$ cat src/verilog/tncp_pkg.sv
// Constants shared by the 16-bit timer/counter design and its bench
package tncp_pkg;
	localparam int CNT_W = 16;
	localparam int CTRL_W = 15;
	localparam int FLAG_W = 4;
	localparam int PSC_SEL_W = 3;
	localparam int NUM_CH = 2;

	// Count limits and fixed TOP values
	localparam logic [15:0] CNT_MAX = 16'hFFFF;
	localparam logic [15:0] CNT_BOTTOM = 16'h0000;
	localparam logic [15:0] CNT_ONE = 16'h0001;
	localparam logic [15:0] TOP_8BIT = 16'h00FF;
	localparam logic [15:0] TOP_9BIT = 16'h01FF;
	localparam logic [15:0] TOP_10BIT = 16'h03FF;

	// Waveform mode codes
	localparam logic [3:0] MODE_NORMAL = 4'h0;
	localparam logic [3:0] MODE_CTC_CMPA = 4'h4;
	localparam logic [3:0] MODE_FAST_8 = 4'h5;
	localparam logic [3:0] MODE_FAST_9 = 4'h6;
	localparam logic [3:0] MODE_FAST_10 = 4'h7;
	localparam logic [3:0] MODE_CTC_CAPT = 4'hC;
	localparam logic [3:0] MODE_FAST_CAPT = 4'hE;
	localparam logic [3:0] MODE_FAST_CMPA = 4'hF;

	// Output action codes
	localparam logic [1:0] ACT_OFF = 2'h0;
	localparam logic [1:0] ACT_TOGGLE = 2'h1;
	localparam logic [1:0] ACT_CLEAR = 2'h2;
	localparam logic [1:0] ACT_SET = 2'h3;

	// Prescaler selection and ratios
	localparam logic [2:0] PSC_STOP = 3'h0;
	localparam logic [2:0] PSC_DIV1 = 3'h1;
	localparam logic [2:0] PSC_DIV8 = 3'h2;
	localparam logic [2:0] PSC_DIV64 = 3'h3;
	localparam logic [2:0] PSC_DIV256 = 3'h4;
	localparam logic [2:0] PSC_DIV1024 = 3'h5;
	localparam logic [10:0] RATIO_1 = 11'h001;
	localparam logic [10:0] RATIO_8 = 11'h008;
	localparam logic [10:0] RATIO_64 = 11'h040;
	localparam logic [10:0] RATIO_256 = 11'h100;
	localparam logic [10:0] RATIO_1024 = 11'h400;

	// Register byte offsets
	localparam logic [7:0] REG_CTRL = 8'h00;
	localparam logic [7:0] REG_COUNT = 8'h04;
	localparam logic [7:0] REG_CMP_A = 8'h08;
	localparam logic [7:0] REG_CMP_B = 8'h0C;
	localparam logic [7:0] REG_CAPT = 8'h10;
	localparam logic [7:0] REG_FLAGS = 8'h14;

	// Control register fields
	localparam int CTRL_MODE_LSB = 0;
	localparam int CTRL_ACT_LSB = 4;
	localparam int CTRL_PSC_LSB = 8;
	localparam int CTRL_DIR_LSB = 11;
	localparam int CTRL_PORT_LSB = 13;
	localparam logic [14:0] CTRL_RST = 15'h0000;

	// Flag register bits
	localparam int FLG_WRAP = 0;
	localparam int FLG_MATCH_A = 1;
	localparam int FLG_MATCH_B = 2;
	localparam int FLG_CAPT = 3;
	localparam logic [3:0] FLAGS_RST = 4'h0;

	localparam logic [1:0] HTRANS_NONSEQ = 2'h2;
	localparam logic HRESP_OKAY = 1'b0;
	localparam logic [31:0] RDATA_RST = 32'h0000_0000;
endpackage

$ cat src/verilog/tncp_timer.sv
// 16-bit timer/counter with normal, clear-on-match and fast PWM modes, AHB-Lite slave
// Contract
// RULE1: normal mode counts up, wraps 0xFFFF to zero
// RULE2: normal wrap flag set as count becomes zero
// RULE3: wrap flag cleared when overflow is serviced
// RULE4: normal mode count writes take effect immediately
// RULE5: clear-on-match clears at compare A or capture
// RULE6: clear-on-match sets flag of TOP register
// RULE7: clear-on-match TOP unbuffered; missed TOP wraps first
// RULE8: clear-on-match action 1 toggles, pin needs direction
// RULE9: clear-on-match sets wrap flag at max-to-zero
// RULE10: fast PWM counts zero to TOP, restarts
// RULE11: fast PWM TOP per mode; clears after TOP
// RULE12: fast PWM action 2/3 clear/set polarity
// RULE13: fast PWM wrap and TOP flag at TOP
// RULE14: each channel flags its own compare match
// RULE15: fast PWM compare A buffered, loads at TOP
// RULE16: fast PWM capture TOP unbuffered; missed TOP wraps
// RULE17: fixed TOP masks high compare bits on write
// RULE18: software keeps TOP at or above compares
// RULE19: compare zero spikes, compare TOP gives constant
// RULE20: fast PWM toggle on A only in mode 15
// RULE21: software register TOP at least three
// RULE22: timer clock is prescaled by 1/8/64/256/1024
// RULE23: action zero leaves normal port operation
// RULE24: compare equal TOP: match ignored, bottom action
// RULE25: four-bit mode field; other codes hold counter
//
// Our own choices: the register offsets and the AHB-Lite slave port.
`timescale 1ns/10ps

module tncp_timer
	import tncp_pkg::*;
#(
	parameter int PSC_W = 10
)
(
	// Clock and reset
	input wire logic clk_in,
	input wire logic reset_in,
	// AHB-Lite slave
	input wire logic hsel_in,
	input wire logic [31:0] haddr_in,
	input wire logic [1:0] htrans_in,
	input wire logic hwrite_in,
	input wire logic [2:0] hsize_in,
	input wire logic [31:0] hwdata_in,
	input wire logic hready_in,
	output logic [31:0] hrdata_out,
	output logic hreadyout_out,
	output logic hresp_out,
	// Interrupt controller side
	input wire logic wrap_service_ack_in,
	output logic wrap_flag_out,
	output logic match_flag_a_out,
	output logic match_flag_b_out,
	output logic capture_flag_out,
	// Waveform pins, channel 0 is A and 1 is B
	output logic [NUM_CH-1:0] pin_data_out,
	output logic [NUM_CH-1:0] pin_oe_out
);

	if (PSC_W < 10)
	begin : g_psc_check
		$error("PSC_W must hold a count of 1023");
	end

	// Mode decoding helpers
	function automatic logic is_fast(input logic [3:0] m);
		return m == MODE_FAST_8 || m == MODE_FAST_9 || m == MODE_FAST_10 ||
			m == MODE_FAST_CAPT || m == MODE_FAST_CMPA;
	endfunction

	function automatic logic is_ctc(input logic [3:0] m);
		return m == MODE_CTC_CMPA || m == MODE_CTC_CAPT;
	endfunction

	function automatic logic [15:0] top_of(input logic [3:0] m, input logic [15:0] cmp_a,
		input logic [15:0] capt);
		logic [15:0] t;
		t = CNT_MAX;
		unique case (m)
			MODE_CTC_CMPA, MODE_FAST_CMPA: t = cmp_a;
			MODE_CTC_CAPT, MODE_FAST_CAPT: t = capt;
			MODE_FAST_8: t = TOP_8BIT;
			MODE_FAST_9: t = TOP_9BIT;
			MODE_FAST_10: t = TOP_10BIT;
			default: t = CNT_MAX;
		endcase
		return t;
	endfunction

	function automatic logic [15:0] cmp_mask(input logic [3:0] m);
		logic [15:0] k;
		k = CNT_MAX;
		unique case (m)
			MODE_FAST_8: k = TOP_8BIT;
			MODE_FAST_9: k = TOP_9BIT;
			MODE_FAST_10: k = TOP_10BIT;
			default: k = CNT_MAX;
		endcase
		return k;
	endfunction

	function automatic logic [10:0] ratio_of(input logic [2:0] s);
		logic [10:0] r;
		r = RATIO_1;
		unique case (s)
			PSC_DIV8: r = RATIO_8;
			PSC_DIV64: r = RATIO_64;
			PSC_DIV256: r = RATIO_256;
			PSC_DIV1024: r = RATIO_1024;
			default: r = RATIO_1;
		endcase
		return r;
	endfunction

	// Toggle in fast PWM only for channel A in mode 15
	function automatic logic toggle_ok(input logic [3:0] m, input logic ch_a);
		return !is_fast(m) || (ch_a && m == MODE_FAST_CMPA);
	endfunction

	function automatic logic wave_next(input logic [3:0] m, input logic [1:0] act,
		input logic ch_a, input logic q, input logic match, input logic bottom);
		logic n;
		n = q;
		if (is_fast(m))
		begin
			unique case (act)
				ACT_TOGGLE: n = (match && toggle_ok(m, ch_a)) ? !q : q; // RULE20
				ACT_CLEAR: n = bottom ? 1'b1 : (match ? 1'b0 : q); // RULE12 RULE24
				ACT_SET: n = bottom ? 1'b0 : (match ? 1'b1 : q); // RULE12 RULE24
				default: n = q;
			endcase
		end
		else if (match)
		begin
			unique case (act)
				ACT_TOGGLE: n = !q; // RULE8
				ACT_CLEAR: n = 1'b0;
				ACT_SET: n = 1'b1;
				default: n = q;
			endcase
		end
		return n;
	endfunction

	// Bus state
	logic bus_wr_q;
	logic bus_rd_q;
	logic [7:0] addr_q;
	logic ready_q;
	logic [31:0] rdata_q;
	logic resp_q;

	// Block state
	logic [CTRL_W-1:0] ctrl_q;
	logic [CNT_W-1:0] count_q;
	logic [CNT_W-1:0] capt_q;
	logic [FLAG_W-1:0] flags_q;
	logic [PSC_W-1:0] psc_q;
	logic [CNT_W-1:0] cmp_buf_q [NUM_CH];
	logic [CNT_W-1:0] cmp_act_q [NUM_CH];
	logic [NUM_CH-1:0] wave_q;
	logic [NUM_CH-1:0] pin_q;
	logic [NUM_CH-1:0] oe_q;

	// Address phase capture and register strobes
	wire addr_go = hsel_in && hready_in && htrans_in == HTRANS_NONSEQ;
	wire wr_ctrl = bus_wr_q && addr_q == REG_CTRL;
	wire wr_count = bus_wr_q && addr_q == REG_COUNT;
	wire wr_capt = bus_wr_q && addr_q == REG_CAPT;
	wire wr_flags = bus_wr_q && addr_q == REG_FLAGS;
	wire [NUM_CH-1:0] wr_cmp = {bus_wr_q && addr_q == REG_CMP_B,
		bus_wr_q && addr_q == REG_CMP_A};

	// Control fields
	wire [3:0] mode = ctrl_q[CTRL_MODE_LSB +: 4];
	wire [2:0] psc_sel = ctrl_q[CTRL_PSC_LSB +: PSC_SEL_W];
	wire mode_fast = is_fast(mode);
	wire mode_ctc = is_ctc(mode);
	wire mode_normal = mode == MODE_NORMAL;
	wire mode_run = mode_fast || mode_ctc || mode_normal; // RULE25

	// Prescaler
	wire [PSC_W-1:0] psc_last = PSC_W'(ratio_of(psc_sel) - RATIO_1);
	wire tick = psc_sel != PSC_STOP && psc_q == psc_last; // RULE22
	wire step = tick && mode_run;

	// Counter sequencing
	wire [CNT_W-1:0] top_val = top_of(mode, cmp_act_q[0], capt_q); // RULE5 RULE11
	wire at_top = count_q == top_val;
	wire clear_at_top = (mode_fast || mode_ctc) && at_top; // RULE5 RULE10 RULE11
	wire [CNT_W-1:0] count_inc = CNT_W'(count_q + CNT_ONE); // RULE1 RULE7 RULE16
	wire [CNT_W-1:0] count_d = wr_count ? hwdata_in[CNT_W-1:0] : // RULE4
		(step ? (clear_at_top ? CNT_BOTTOM : count_inc) : count_q);
	wire bottom = step && mode_fast && at_top;
	wire [CNT_W-1:0] cmp_wval = hwdata_in[CNT_W-1:0] & cmp_mask(mode); // RULE17

	// Flag events, set wins over clear
	wire set_wrap = step && (mode_fast ? at_top : count_q == CNT_MAX); // RULE2 RULE9 RULE13
	wire capt_top = mode == MODE_CTC_CAPT || mode == MODE_FAST_CAPT;
	wire set_capt = step && at_top && capt_top; // RULE6 RULE13
	wire [NUM_CH-1:0] match;
	wire [FLAG_W-1:0] flag_set = {set_capt, match[1], match[0], set_wrap};
	wire [FLAG_W-1:0] flag_clr = (wr_flags ? hwdata_in[FLAG_W-1:0] : FLAGS_RST) |
		(FLAG_W'(wrap_service_ack_in) << FLG_WRAP); // RULE3
	wire [FLAG_W-1:0] flags_d = (flags_q & ~flag_clr) | flag_set;

	// Read data selection
	wire [31:0] rd_mux =
		addr_q == REG_CTRL ? {{(32 - CTRL_W){1'b0}}, ctrl_q} :
		addr_q == REG_COUNT ? {{(32 - CNT_W){1'b0}}, count_q} :
		addr_q == REG_CMP_A ? {{(32 - CNT_W){1'b0}}, cmp_buf_q[0]} :
		addr_q == REG_CMP_B ? {{(32 - CNT_W){1'b0}}, cmp_buf_q[1]} :
		addr_q == REG_CAPT ? {{(32 - CNT_W){1'b0}}, capt_q} :
		addr_q == REG_FLAGS ? {{(32 - FLAG_W){1'b0}}, flags_q} :
		RDATA_RST;

	// Bus phases: writes take no wait, reads take one
	always_ff @(posedge clk_in)
	begin
		if (reset_in)
		begin
			bus_wr_q <= 1'b0;
			bus_rd_q <= 1'b0;
			addr_q <= REG_CTRL;
			ready_q <= 1'b1;
			rdata_q <= RDATA_RST;
			resp_q <= HRESP_OKAY;
		end
		else
		begin
			bus_wr_q <= addr_go && hwrite_in;
			bus_rd_q <= addr_go && !hwrite_in;
			if (addr_go)
				addr_q <= haddr_in[7:0];
			ready_q <= !(addr_go && !hwrite_in);
			if (bus_rd_q)
				rdata_q <= rd_mux;
			resp_q <= HRESP_OKAY;
		end
	end

	// Control, counter, capture, flags, prescaler
	always_ff @(posedge clk_in)
	begin
		if (reset_in)
		begin
			ctrl_q <= CTRL_RST;
			count_q <= CNT_BOTTOM;
			capt_q <= CNT_BOTTOM;
			flags_q <= FLAGS_RST;
			psc_q <= '0;
		end
		else
		begin
			if (wr_ctrl)
				ctrl_q <= hwdata_in[CTRL_W-1:0];
			count_q <= count_d;
			if (wr_capt)
				capt_q <= hwdata_in[CNT_W-1:0]; // RULE7 RULE16
			flags_q <= flags_d;
			psc_q <= (tick || psc_sel == PSC_STOP) ? '0 : PSC_W'(psc_q + 1'b1);
		end
	end

	// Compare channels and waveform outputs
	for (genvar i = 0; i < NUM_CH; i++)
	begin : g_ch
		wire [1:0] act = ctrl_q[CTRL_ACT_LSB + 2 * i +: 2];
		wire dir_out = ctrl_q[CTRL_DIR_LSB + i];
		wire port_bit = ctrl_q[CTRL_PORT_LSB + i];
		wire ch_a = i == 0;
		wire connected = act != ACT_OFF && (act != ACT_TOGGLE || toggle_ok(mode, ch_a)); // RULE23
		wire wave_d = wave_next(mode, act, ch_a, wave_q[i], match[i], bottom);
		wire [CNT_W-1:0] cmp_next = (wr_cmp[i] && !mode_fast) ? cmp_wval : // RULE7
			(bottom ? cmp_buf_q[i] : cmp_act_q[i]); // RULE15

		assign match[i] = step && count_q == cmp_act_q[i]; // RULE14 RULE19

		always_ff @(posedge clk_in)
		begin
			if (reset_in)
			begin
				cmp_buf_q[i] <= CNT_BOTTOM;
				cmp_act_q[i] <= CNT_BOTTOM;
				wave_q[i] <= 1'b0;
				pin_q[i] <= 1'b0;
				oe_q[i] <= 1'b0;
			end
			else
			begin
				if (wr_cmp[i])
					cmp_buf_q[i] <= cmp_wval; // RULE15 RULE17
				cmp_act_q[i] <= cmp_next;
				wave_q[i] <= wave_d;
				pin_q[i] <= connected ? wave_d : port_bit; // RULE8 RULE23
				oe_q[i] <= dir_out; // RULE8
			end
		end
	end

	assign hrdata_out = rdata_q;
	assign hreadyout_out = ready_q;
	assign hresp_out = resp_q;
	assign wrap_flag_out = flags_q[FLG_WRAP];
	assign match_flag_a_out = flags_q[FLG_MATCH_A];
	assign match_flag_b_out = flags_q[FLG_MATCH_B];
	assign capture_flag_out = flags_q[FLG_CAPT];
	assign pin_data_out = pin_q;
	assign pin_oe_out = oe_q;

endmodule

$ cat config.mk
export PLATFORM = sky130hd
export DESIGN_NAME = tncp_timer
export DESIGN_NICKNAME = d
export VERILOG_FILES = /design/src/verilog/tncp_pkg.sv /design/src/verilog/tncp_timer.sv
export SDC_FILE = /design/constraint.sdc
export NUM_CORES = 1
export LEC_CHECK = 0
export BUFFER_PORTS_ARGS = -buffer_cell sky130_fd_sc_hd__buf_2
export CORE_MARGIN = 2
export CORE_UTILIZATION = 30
export DETAILED_ROUTE_END_ITERATION = 7
export PLACE_DENSITY = 0.58
export SETUP_SLACK_MARGIN = 0.02
export SYNTH_ARGS = -nofsm -noshare
export SYNTH_HDL_FRONTEND = slang
export SYNTH_SLANG_ARGS = --single-unit
$ cat constraint.sdc
create_clock -name clk_in -period 3.15 [get_ports clk_in]
set_input_delay 0.1575 -clock clk_in [delete_from_list [all_inputs] [get_ports clk_in]]
set_output_delay 0.1575 -clock clk_in [all_outputs]
set_load 0.005 [all_outputs]
==> results of run 1 <==
==> per-layer routing <==
metal | vias up | part of all wire (%) | global-route usage, %
met5 | - | 0 | 0
met4 | 0 | 2.1 | 5.90
met3 | 38 | 5.8 | 3.72
met2 | 279 | 45 | 29.2
li1 | 3876 | - | -
met1 | 3874 | 47 | 26.5
==> path summary, 6_finish.rpt <==
check                          startpoint                    endpoint  slack, ns  cells past startpoint
hold / removal              hwdata_in[13]     ctrl_q[13]$_SDFFE_PP0P_       0.05                      3
hold reg to reg    addr_q[0]$_SDFFE_PP0P_      addr_q[0]$_SDFFE_PP0P_       0.45                      2
setup / recovery  ctrl_q[10]$_SDFFE_PP0P_  pin_data_out[1]$_SDFF_PP0_       0.10                     10
setup reg to reg  ctrl_q[10]$_SDFFE_PP0P_  pin_data_out[1]$_SDFF_PP0_       0.10                     10
==> area by class of cell <==
type,count,area (um2),area share (%)
Clock buffer,18,450,4.32
Multi-Input combinational cell,801,4920,47.1
Tap cell,384,480,4.60
Timing Repair Buffer,127,886,8.49
Sequential cell,158,3490,33.4
Clock inverter,14,165,1.58
Inverter,13,48.8,0.468
==> worst max-delay path, delay by kind of cell (launching register included) <==
kind                       cells  cell delay (ns)
DFF                            1             0.37
AOI/OAI and AO/OA              3             0.54
adders and majority gates      1             0.32
muxes                          1             0.19
and+or+nand+nor                4             1.38
xor gates and xnor gates       1             0.13
==> power by group through the flow <==
stage | sequential [mW] | combinational [mW] | clock, mW
floorplan | 2.14 | 0.145 | 0
global placement | 2.14 | 0.240 | 0
detailed placement | 2.15 | 0.241 | 0
CTS | 2.10 | 0.252 | 2.22
global route | 2.10 | 0.275 | 2.30
finish | 2.10 | 0.256 | 2.19
==> cells in the final DEF, fill, tap and decap left out, types with 16 or more instances in the layout <==
master and n:
and2_1 21, nand3_1 22, a22oi_1 16, mux2i_1 54
a211oi_1 33, clkbuf_16 18, buf_4 58, nor3_1 20
nand2_1 151, xnor2_1 34, dfxtp_1 121, edfxtp_1 32
nor2_1 70, nand2b_1 25, conb_1 17, buf_2 55
o211ai_1 22, a21oi_1 110
==> cells by family (layout without fill, tap and decap cells) <==
kind of cell	Yosys count	after routing	synth area share, %
buffers and inverters	115	172	5.92
DFF	158	158	39.6
muxes	54	54	6.15
AOI/OAI and AO/OA	271	271	19.8
xor gates and xnor gates	49	49	4.88
other	1	17	0.0427
and+or+nand+nor	407	407	23.2
adders and majority gates	3	3	0.427
==> per-stage QoR <==
| step | total power [mW] | area [um2] | util [%] |
|---|---|---|---|
| 6_report | 4.54 | 10400 | 36.3 |
| 5_1_grt | 4.67 | 10400 | 36.3 |
| 4_1_cts | 4.57 | 10400 | 36.0 |
| 3_5_place_dp | 2.39 | 9620 | 33.4 |
| 3_3_place_gp | 2.38 | 9620 | 33.4 |
| 2_1_floorplan | 2.28 | 8850 | - |
==> registers in the layout, summed over array words and instances, names as in the netlist, 2 cells and up <==
name          count
pin_oe_out        2
flags_q           4
cmp_act_q        32
wave_q            2
capt_q           16
psc_q            10
pin_data_out      2
cmp_buf_q        32
count_q          16
ctrl_q           15
addr_q            8
hrdata_out       16
==> repair_timing <==
item,CTS,global route
hold endpoints to repair,12,0
hold buffers,10,0
pin swaps,0,3
gates resized for setup,3,17
endpoints found under the setup margin,6,34
setup buffers,0,2
==> impl_metrics.json, run 1 <==
{
  "status": "finished, final reports clean",
  "netlist_area_um2": 8790,
  "p_switching_mw": 1.14,
  "ys_ff_latch": 158,
  "yosys-top-cells-area": "dfxtp_1 29%, edfxtp_1 11%, nand2_1 6.4%, a21oi_1 6.3%, mux2i_1 6.1%",
  "fp.coreArea_um2": 28800,
  "setup-violations-final": 0,
  "power_frac_clock_pct": 48.1,
  "antenna_found_initial": 0,
  "grt_max_degree": 51,
  "intPower_mw": 3.41,
  "overflow": 0,
  "fin_skew_ns": 0.00867,
  "worstPathCellList": "nand3b_1 -> nand2_1 -> ha_2 -> xor2_1 -> o2111ai_1 -> or4_4 -> or4_4 -> mux2i_1 -> a211oi_2 -> a41o_1",
  "dp_slack_ns": -0.0522,
  "cellLeakagePower_nw": 3.96,
  "grt_pass1_vias": 7608,
  "drv_slew": 0,
  "num-fill-cells": 2956,
  "cts_tree": "built",
  "setup_slack_ns": 0.103,
  "required_ns": 3.48,
  "cts_num_sinks": 158,
  "fin_hold_ws_ns": 0.0526,
  "syn_avg_cell_area_um2": 8.31,
  "wl_um": 28900,
  "drc": 0,
  "fp.dieH_um": 175,
  "die_w_um": 175,
  "detail-route-antenna-nets": 0,
  "clockBufferDepth": 2,
  "crit_path_end_kind": "flop",
  "synth_cells": 1058,
  "dr.pass1.iters": 4,
  "place_inst": 1471,
  "rows": 62,
  "dieArea_um2": 30700,
  "synth.most_common_cell": "nand2_1",
  "min_period_ns": 3.05,
  "arrival_ns": 3.38,
  "instances_no_fill": 1515,
  "crit_fanout": 5,
  "async_flop_share_pct": 0,
  "crit_top_cell": "or4_4",
  "synth_area_leader_cell": "dfxtp_1",
  "vias": 8067,
  "cts-root-buf": "clkbuf_16",
  "ys_top_cells_by_count": "151 x nand2_1, 126 x dfxtp_1, 110 x a21oi_1, 71 x clkbuf_1, 71 x nor2_1",
  "hp-class": "in2reg",
  "drtIter0Drc": 758,
  "synth-edff-count": 32,
  "pwr-share-comb_pct": 5.6,
  "gp_congestion": 0.882,
  "criticalPathCategory": "reg2reg",
  "grt_pass1_wl_um": 44800,
  "yosysWarnings": 0,
  "synth.top_cell.area_share_pct": 28.7,
  "p_seq_share_pct": 46.2,
  "pin_count": 117,
  "start_util_pct": 30.5,
  "max_slew_margin_pct": 50.8,
  "ys_types": 66,
  "htreeDepth": 4,
  "clk_latency_ns": 0.44,
  "antenna_cells": 0,
  "finalCritPeriodShare_pct": 96.7,
  "hpwl_um": 21000,
  "grt_usage_pct": 18.9,
  "vdd_ir_drop_max_v": 0.000266,
  "switching_share_pct": 25.0,
  "slowest_delay_ns": 0.57,
  "io_buffers": 56,
  "cts_buffers": 17,
  "vias_per_cell": 5.32,
  "wl_per_cell_um": 19.1,
  "p_per_area_nw_per_um2": 435,
  "cp_slowest_cell": "or4_4",
  "hold_viol_final": 0,
  "cap_viol_max_count": 0,
  "nets": 1196,
  "fmax_ghz": 0.328,
  "cp-start-kind": "flop",
  "tns_ns": 0,
  "clk_pin_slew_ns": 0.07,
  "drive_above_1_share_pct": 15.5,
  "yosysSeqAreaShare_pct": 39.6,
  "synth-main-ff-cell": "dfxtp_1",
  "tightestPinTransition_ns": 0.731,
  "syn_to_final_growth_pct": 18.7
}
(Power assumes the default switching activity.)
==> run 2, diff against run 1 <==
--- a/config.mk
+++ b/config.mk
@@ -6,9 +6,10 @@
 export NUM_CORES = 1
 export LEC_CHECK = 0
 export BUFFER_PORTS_ARGS = -buffer_cell sky130_fd_sc_hd__buf_2
-export CORE_MARGIN = 2
+export CORE_MARGIN = 3
 export CORE_UTILIZATION = 30
 export DETAILED_ROUTE_END_ITERATION = 7
+export GPL_TIMING_DRIVEN = 0
 export PLACE_DENSITY = 0.58
 export SETUP_SLACK_MARGIN = 0.02
 export SYNTH_ARGS = -nofsm -noshare
==> constraint.sdc (replaced) <==
create_clock -name clk_in -period 3.15 [get_ports clk_in]
set_input_delay 0.1575 -clock clk_in [delete_from_list [all_inputs] [get_ports clk_in]]
set_output_delay 0.1575 -clock clk_in [all_outputs]
set_load 0.05 [all_outputs]
==> impl_metrics.json, run 2 (synthesis gave the netlist of run 1 again) <==
{
  "hpwl_um": 23700,
  "drv_slew": 0,
  "drtIter0Drc": 1014,
  "cap_viol_max_count": 0,
  "arrival_ns": 3.50,
  "fin_skew_ns": 0.0136,
  "cellLeakagePower_nw": 3.97,
  "status": "finished, violations left",
  "antenna_found_initial": 0,
  "rows": 62,
  "p_per_area_nw_per_um2": 422,
  "layout_commonest_cell": "nand2_1",
  "detail-route-antenna-nets": 0,
  "nets": 1253,
  "max_slew_margin_pct": 44.3,
  "reg2reg_depth": 12,
  "criticalPathCategory": "reg2reg",
  "cts_buffers": 17,
  "hold-path-endpoint": "ctrl_q[8]$_SDFFE_PP0P_",
  "grt_pass1_wl_um": 49200,
  "fp.coreArea_um2": 28800,
  "required_ns": 3.48,
  "drc": 0,
  "dr.pass1.iters": 6,
  "ff2ff_setup_slack_ns": -0.02,
  "grt_max_degree": 17,
  "overflow": 0,
  "die_w_um": 177,
  "fp.dieH_um": 177,
  "clk_pin_slew_ns": 0.07,
  "start_util_pct": 30.5,
  "cp-start-kind": "flop",
  "hp-class": "in2reg",
  "wl_um": 32800,
  "syn_to_final_growth_pct": 21.1,
  "dieArea_um2": 31400,
  "final_cell_mix": "149 x nand2_1, 123 x dfxtp_1, 107 x a21oi_1",
  "crit_fanout": 4,
  "tightestPinTransition_ns": 0.835,
  "hold_viol_final": 0,
  "gp_congestion": 0.954,
  "clk_latency_ns": 0.44,
  "p_total_mw": 4.49,
  "rsz0062_at_grt": "true",
  "io_buffers": 56,
  "clockBufferDepth": 2,
  "reg2reg_to": "pin_data_out[1]$_SDFF_PP0_",
  "finalCritPeriodShare_pct": 101,
  "vias": 8726,
  "pin_count": 117,
  "cts_tree": "built",
  "wl_per_cell_um": 20.9,
  "vdd_ir_drop_max_v": 0.000317,
  "cts_num_sinks": 158,
  "grt_pass1_vias": 8101,
  "setup-violations-final": 1,
  "grt_usage_pct": 20.6,
  "hold_start": "hwdata_in[8]",
  "fmax_ghz": 0.315,
  "final_util_pct": 37.0,
  "cts-root-buf": "clkbuf_16",
  "regToRegStartpoint": "ctrl_q[10]$_SDFFE_PP0P_",
  "crit_path_end_kind": "flop",
  "min_period_ns": 3.17,
  "setup_slack_ns": -0.0209,
  "holdPathStages": 3,
  "htreeDepth": 4,
  "fin_hold_ws_ns": 0.0361,
  "vias_per_cell": 5.55,
  "drive_above_1_share_pct": 15.2,
  "failed_checks": "negative setup slack",
  "reg.largest.list": "cmp_act_q: 32 flops, cmp_buf_q: 32 flops"
}
-- run 2: cell count changes in the layout (fill, tap and decap cells not counted), moves of 4 or more --
cell      before  now
dfxtp_2        5    0
buf_4         58   38
nor3_1        20   16
clkbuf_2       0    6
nand2b_1      25   21
inv_4          0    4
clkbuf_1       0   64
clkbuf_4       0    4
-- run 2: critical path: stages, from the launching register on --
cell and delay, ns:
dfxtp_4 0.39, nand3b_1 0.16, nand2_1 0.07, ha_2 0.20, xor2_2 0.19, buf_4 0.15
nor3_2 0.22, nor3_4 0.07, or4_4 0.48, or4_4 0.60, mux2i_2 0.21, a211oi_2 0.09
a41o_1 0.23
-- run 2: area by class of cell --
| class | count | area, um2 |
|---|---|---|
| Fill cell | 2957 | 18100 |
| Antenna cell | 1 | 2.50 |
| Timing Repair Buffer | 85 | 536 |
| Tap cell | 384 | 480 |
| Sequential cell | 158 | 3490 |
| Inverter | 13 | 48.8 |
| Buffer | 99 | 493 |
| Clock buffer | 22 | 485 |
| Multi-Input combinational cell | 801 | 5030 |
| Clock inverter | 10 | 72.6 |
-- run 2: report_power, final --
part / leakage [nW] / switching [mW] / total (mW) / internal [mW]
clock network: 0.279 / 0.933 / 2.04 / 1.11
logic: 2.34 / 0.251 / 0.352 / 0.101
registers: 1.35 / 0.0163 / 2.10 / 2.08
total: 3.97 / 1.20 / 4.49 / 3.29
-- run 2: layer usage --
| layer | vias up | share of wire, % | track usage (%) |
|---|---|---|---|
| li1 | 3996 | - | - |
| met3 | 80 | 9.3 | 4.59 |
| met2 | 471 | 44 | 31.4 |
| met4 | 0 | 3.1 | 6.81 |
| met5 | - | 0 | 0 |
| met1 | 4179 | 43 | 28.9 |
-- run 2: per-stage QoR --
step	setup TNS (ns)	worst slack, ns	area (um2)	instances
finish	-0.0209	-0.0209	10600	1573
global route	-0.181	-0.107	10600	1572
CTS	0	0.0389	10400	1564
detailed placement	-8.80	-0.684	9620	1514
global placement	-8.13	-0.729	9610	1514
floorplan	0	0.120	8850	1074
-- run 2: worst max-delay path by stage --
stage / slack (ns) / depth (start not counted) / endpoint / startpoint
2_1_floorplan: 0.12 / 11 / pin_data_out[1]$_SDFF_PP0_ / ctrl_q[9]$_SDFFE_PP0P_
3_3_place_gp: -0.73 / 11 / pin_data_out[0]$_SDFF_PP0_ / ctrl_q[9]$_SDFFE_PP0P_
3_5_place_dp: -0.68 / 11 / pin_data_out[0]$_SDFF_PP0_ / ctrl_q[9]$_SDFFE_PP0P_
4_1_cts: 0.04 / 11 / pin_data_out[1]$_SDFF_PP0_ / ctrl_q[10]$_SDFFE_PP0P_
5_1_grt: -0.11 / 11 / pin_data_out[1]$_SDFF_PP0_ / ctrl_q[10]$_SDFFE_PP0P_
6_report: -0.02 / 12 / pin_data_out[1]$_SDFF_PP0_ / ctrl_q[10]$_SDFFE_PP0P_
-- run 2: timing repair --
item | CTS | global route
hold buffers | 10 | 0
endpoints found under the hold margin | 12 | 0
cloned | 0 | 0
resized for setup | 20 | 46
pin swaps | 5 | 10
setup endpoints to repair | 50 | 102
buffers inserted | 9 | 10
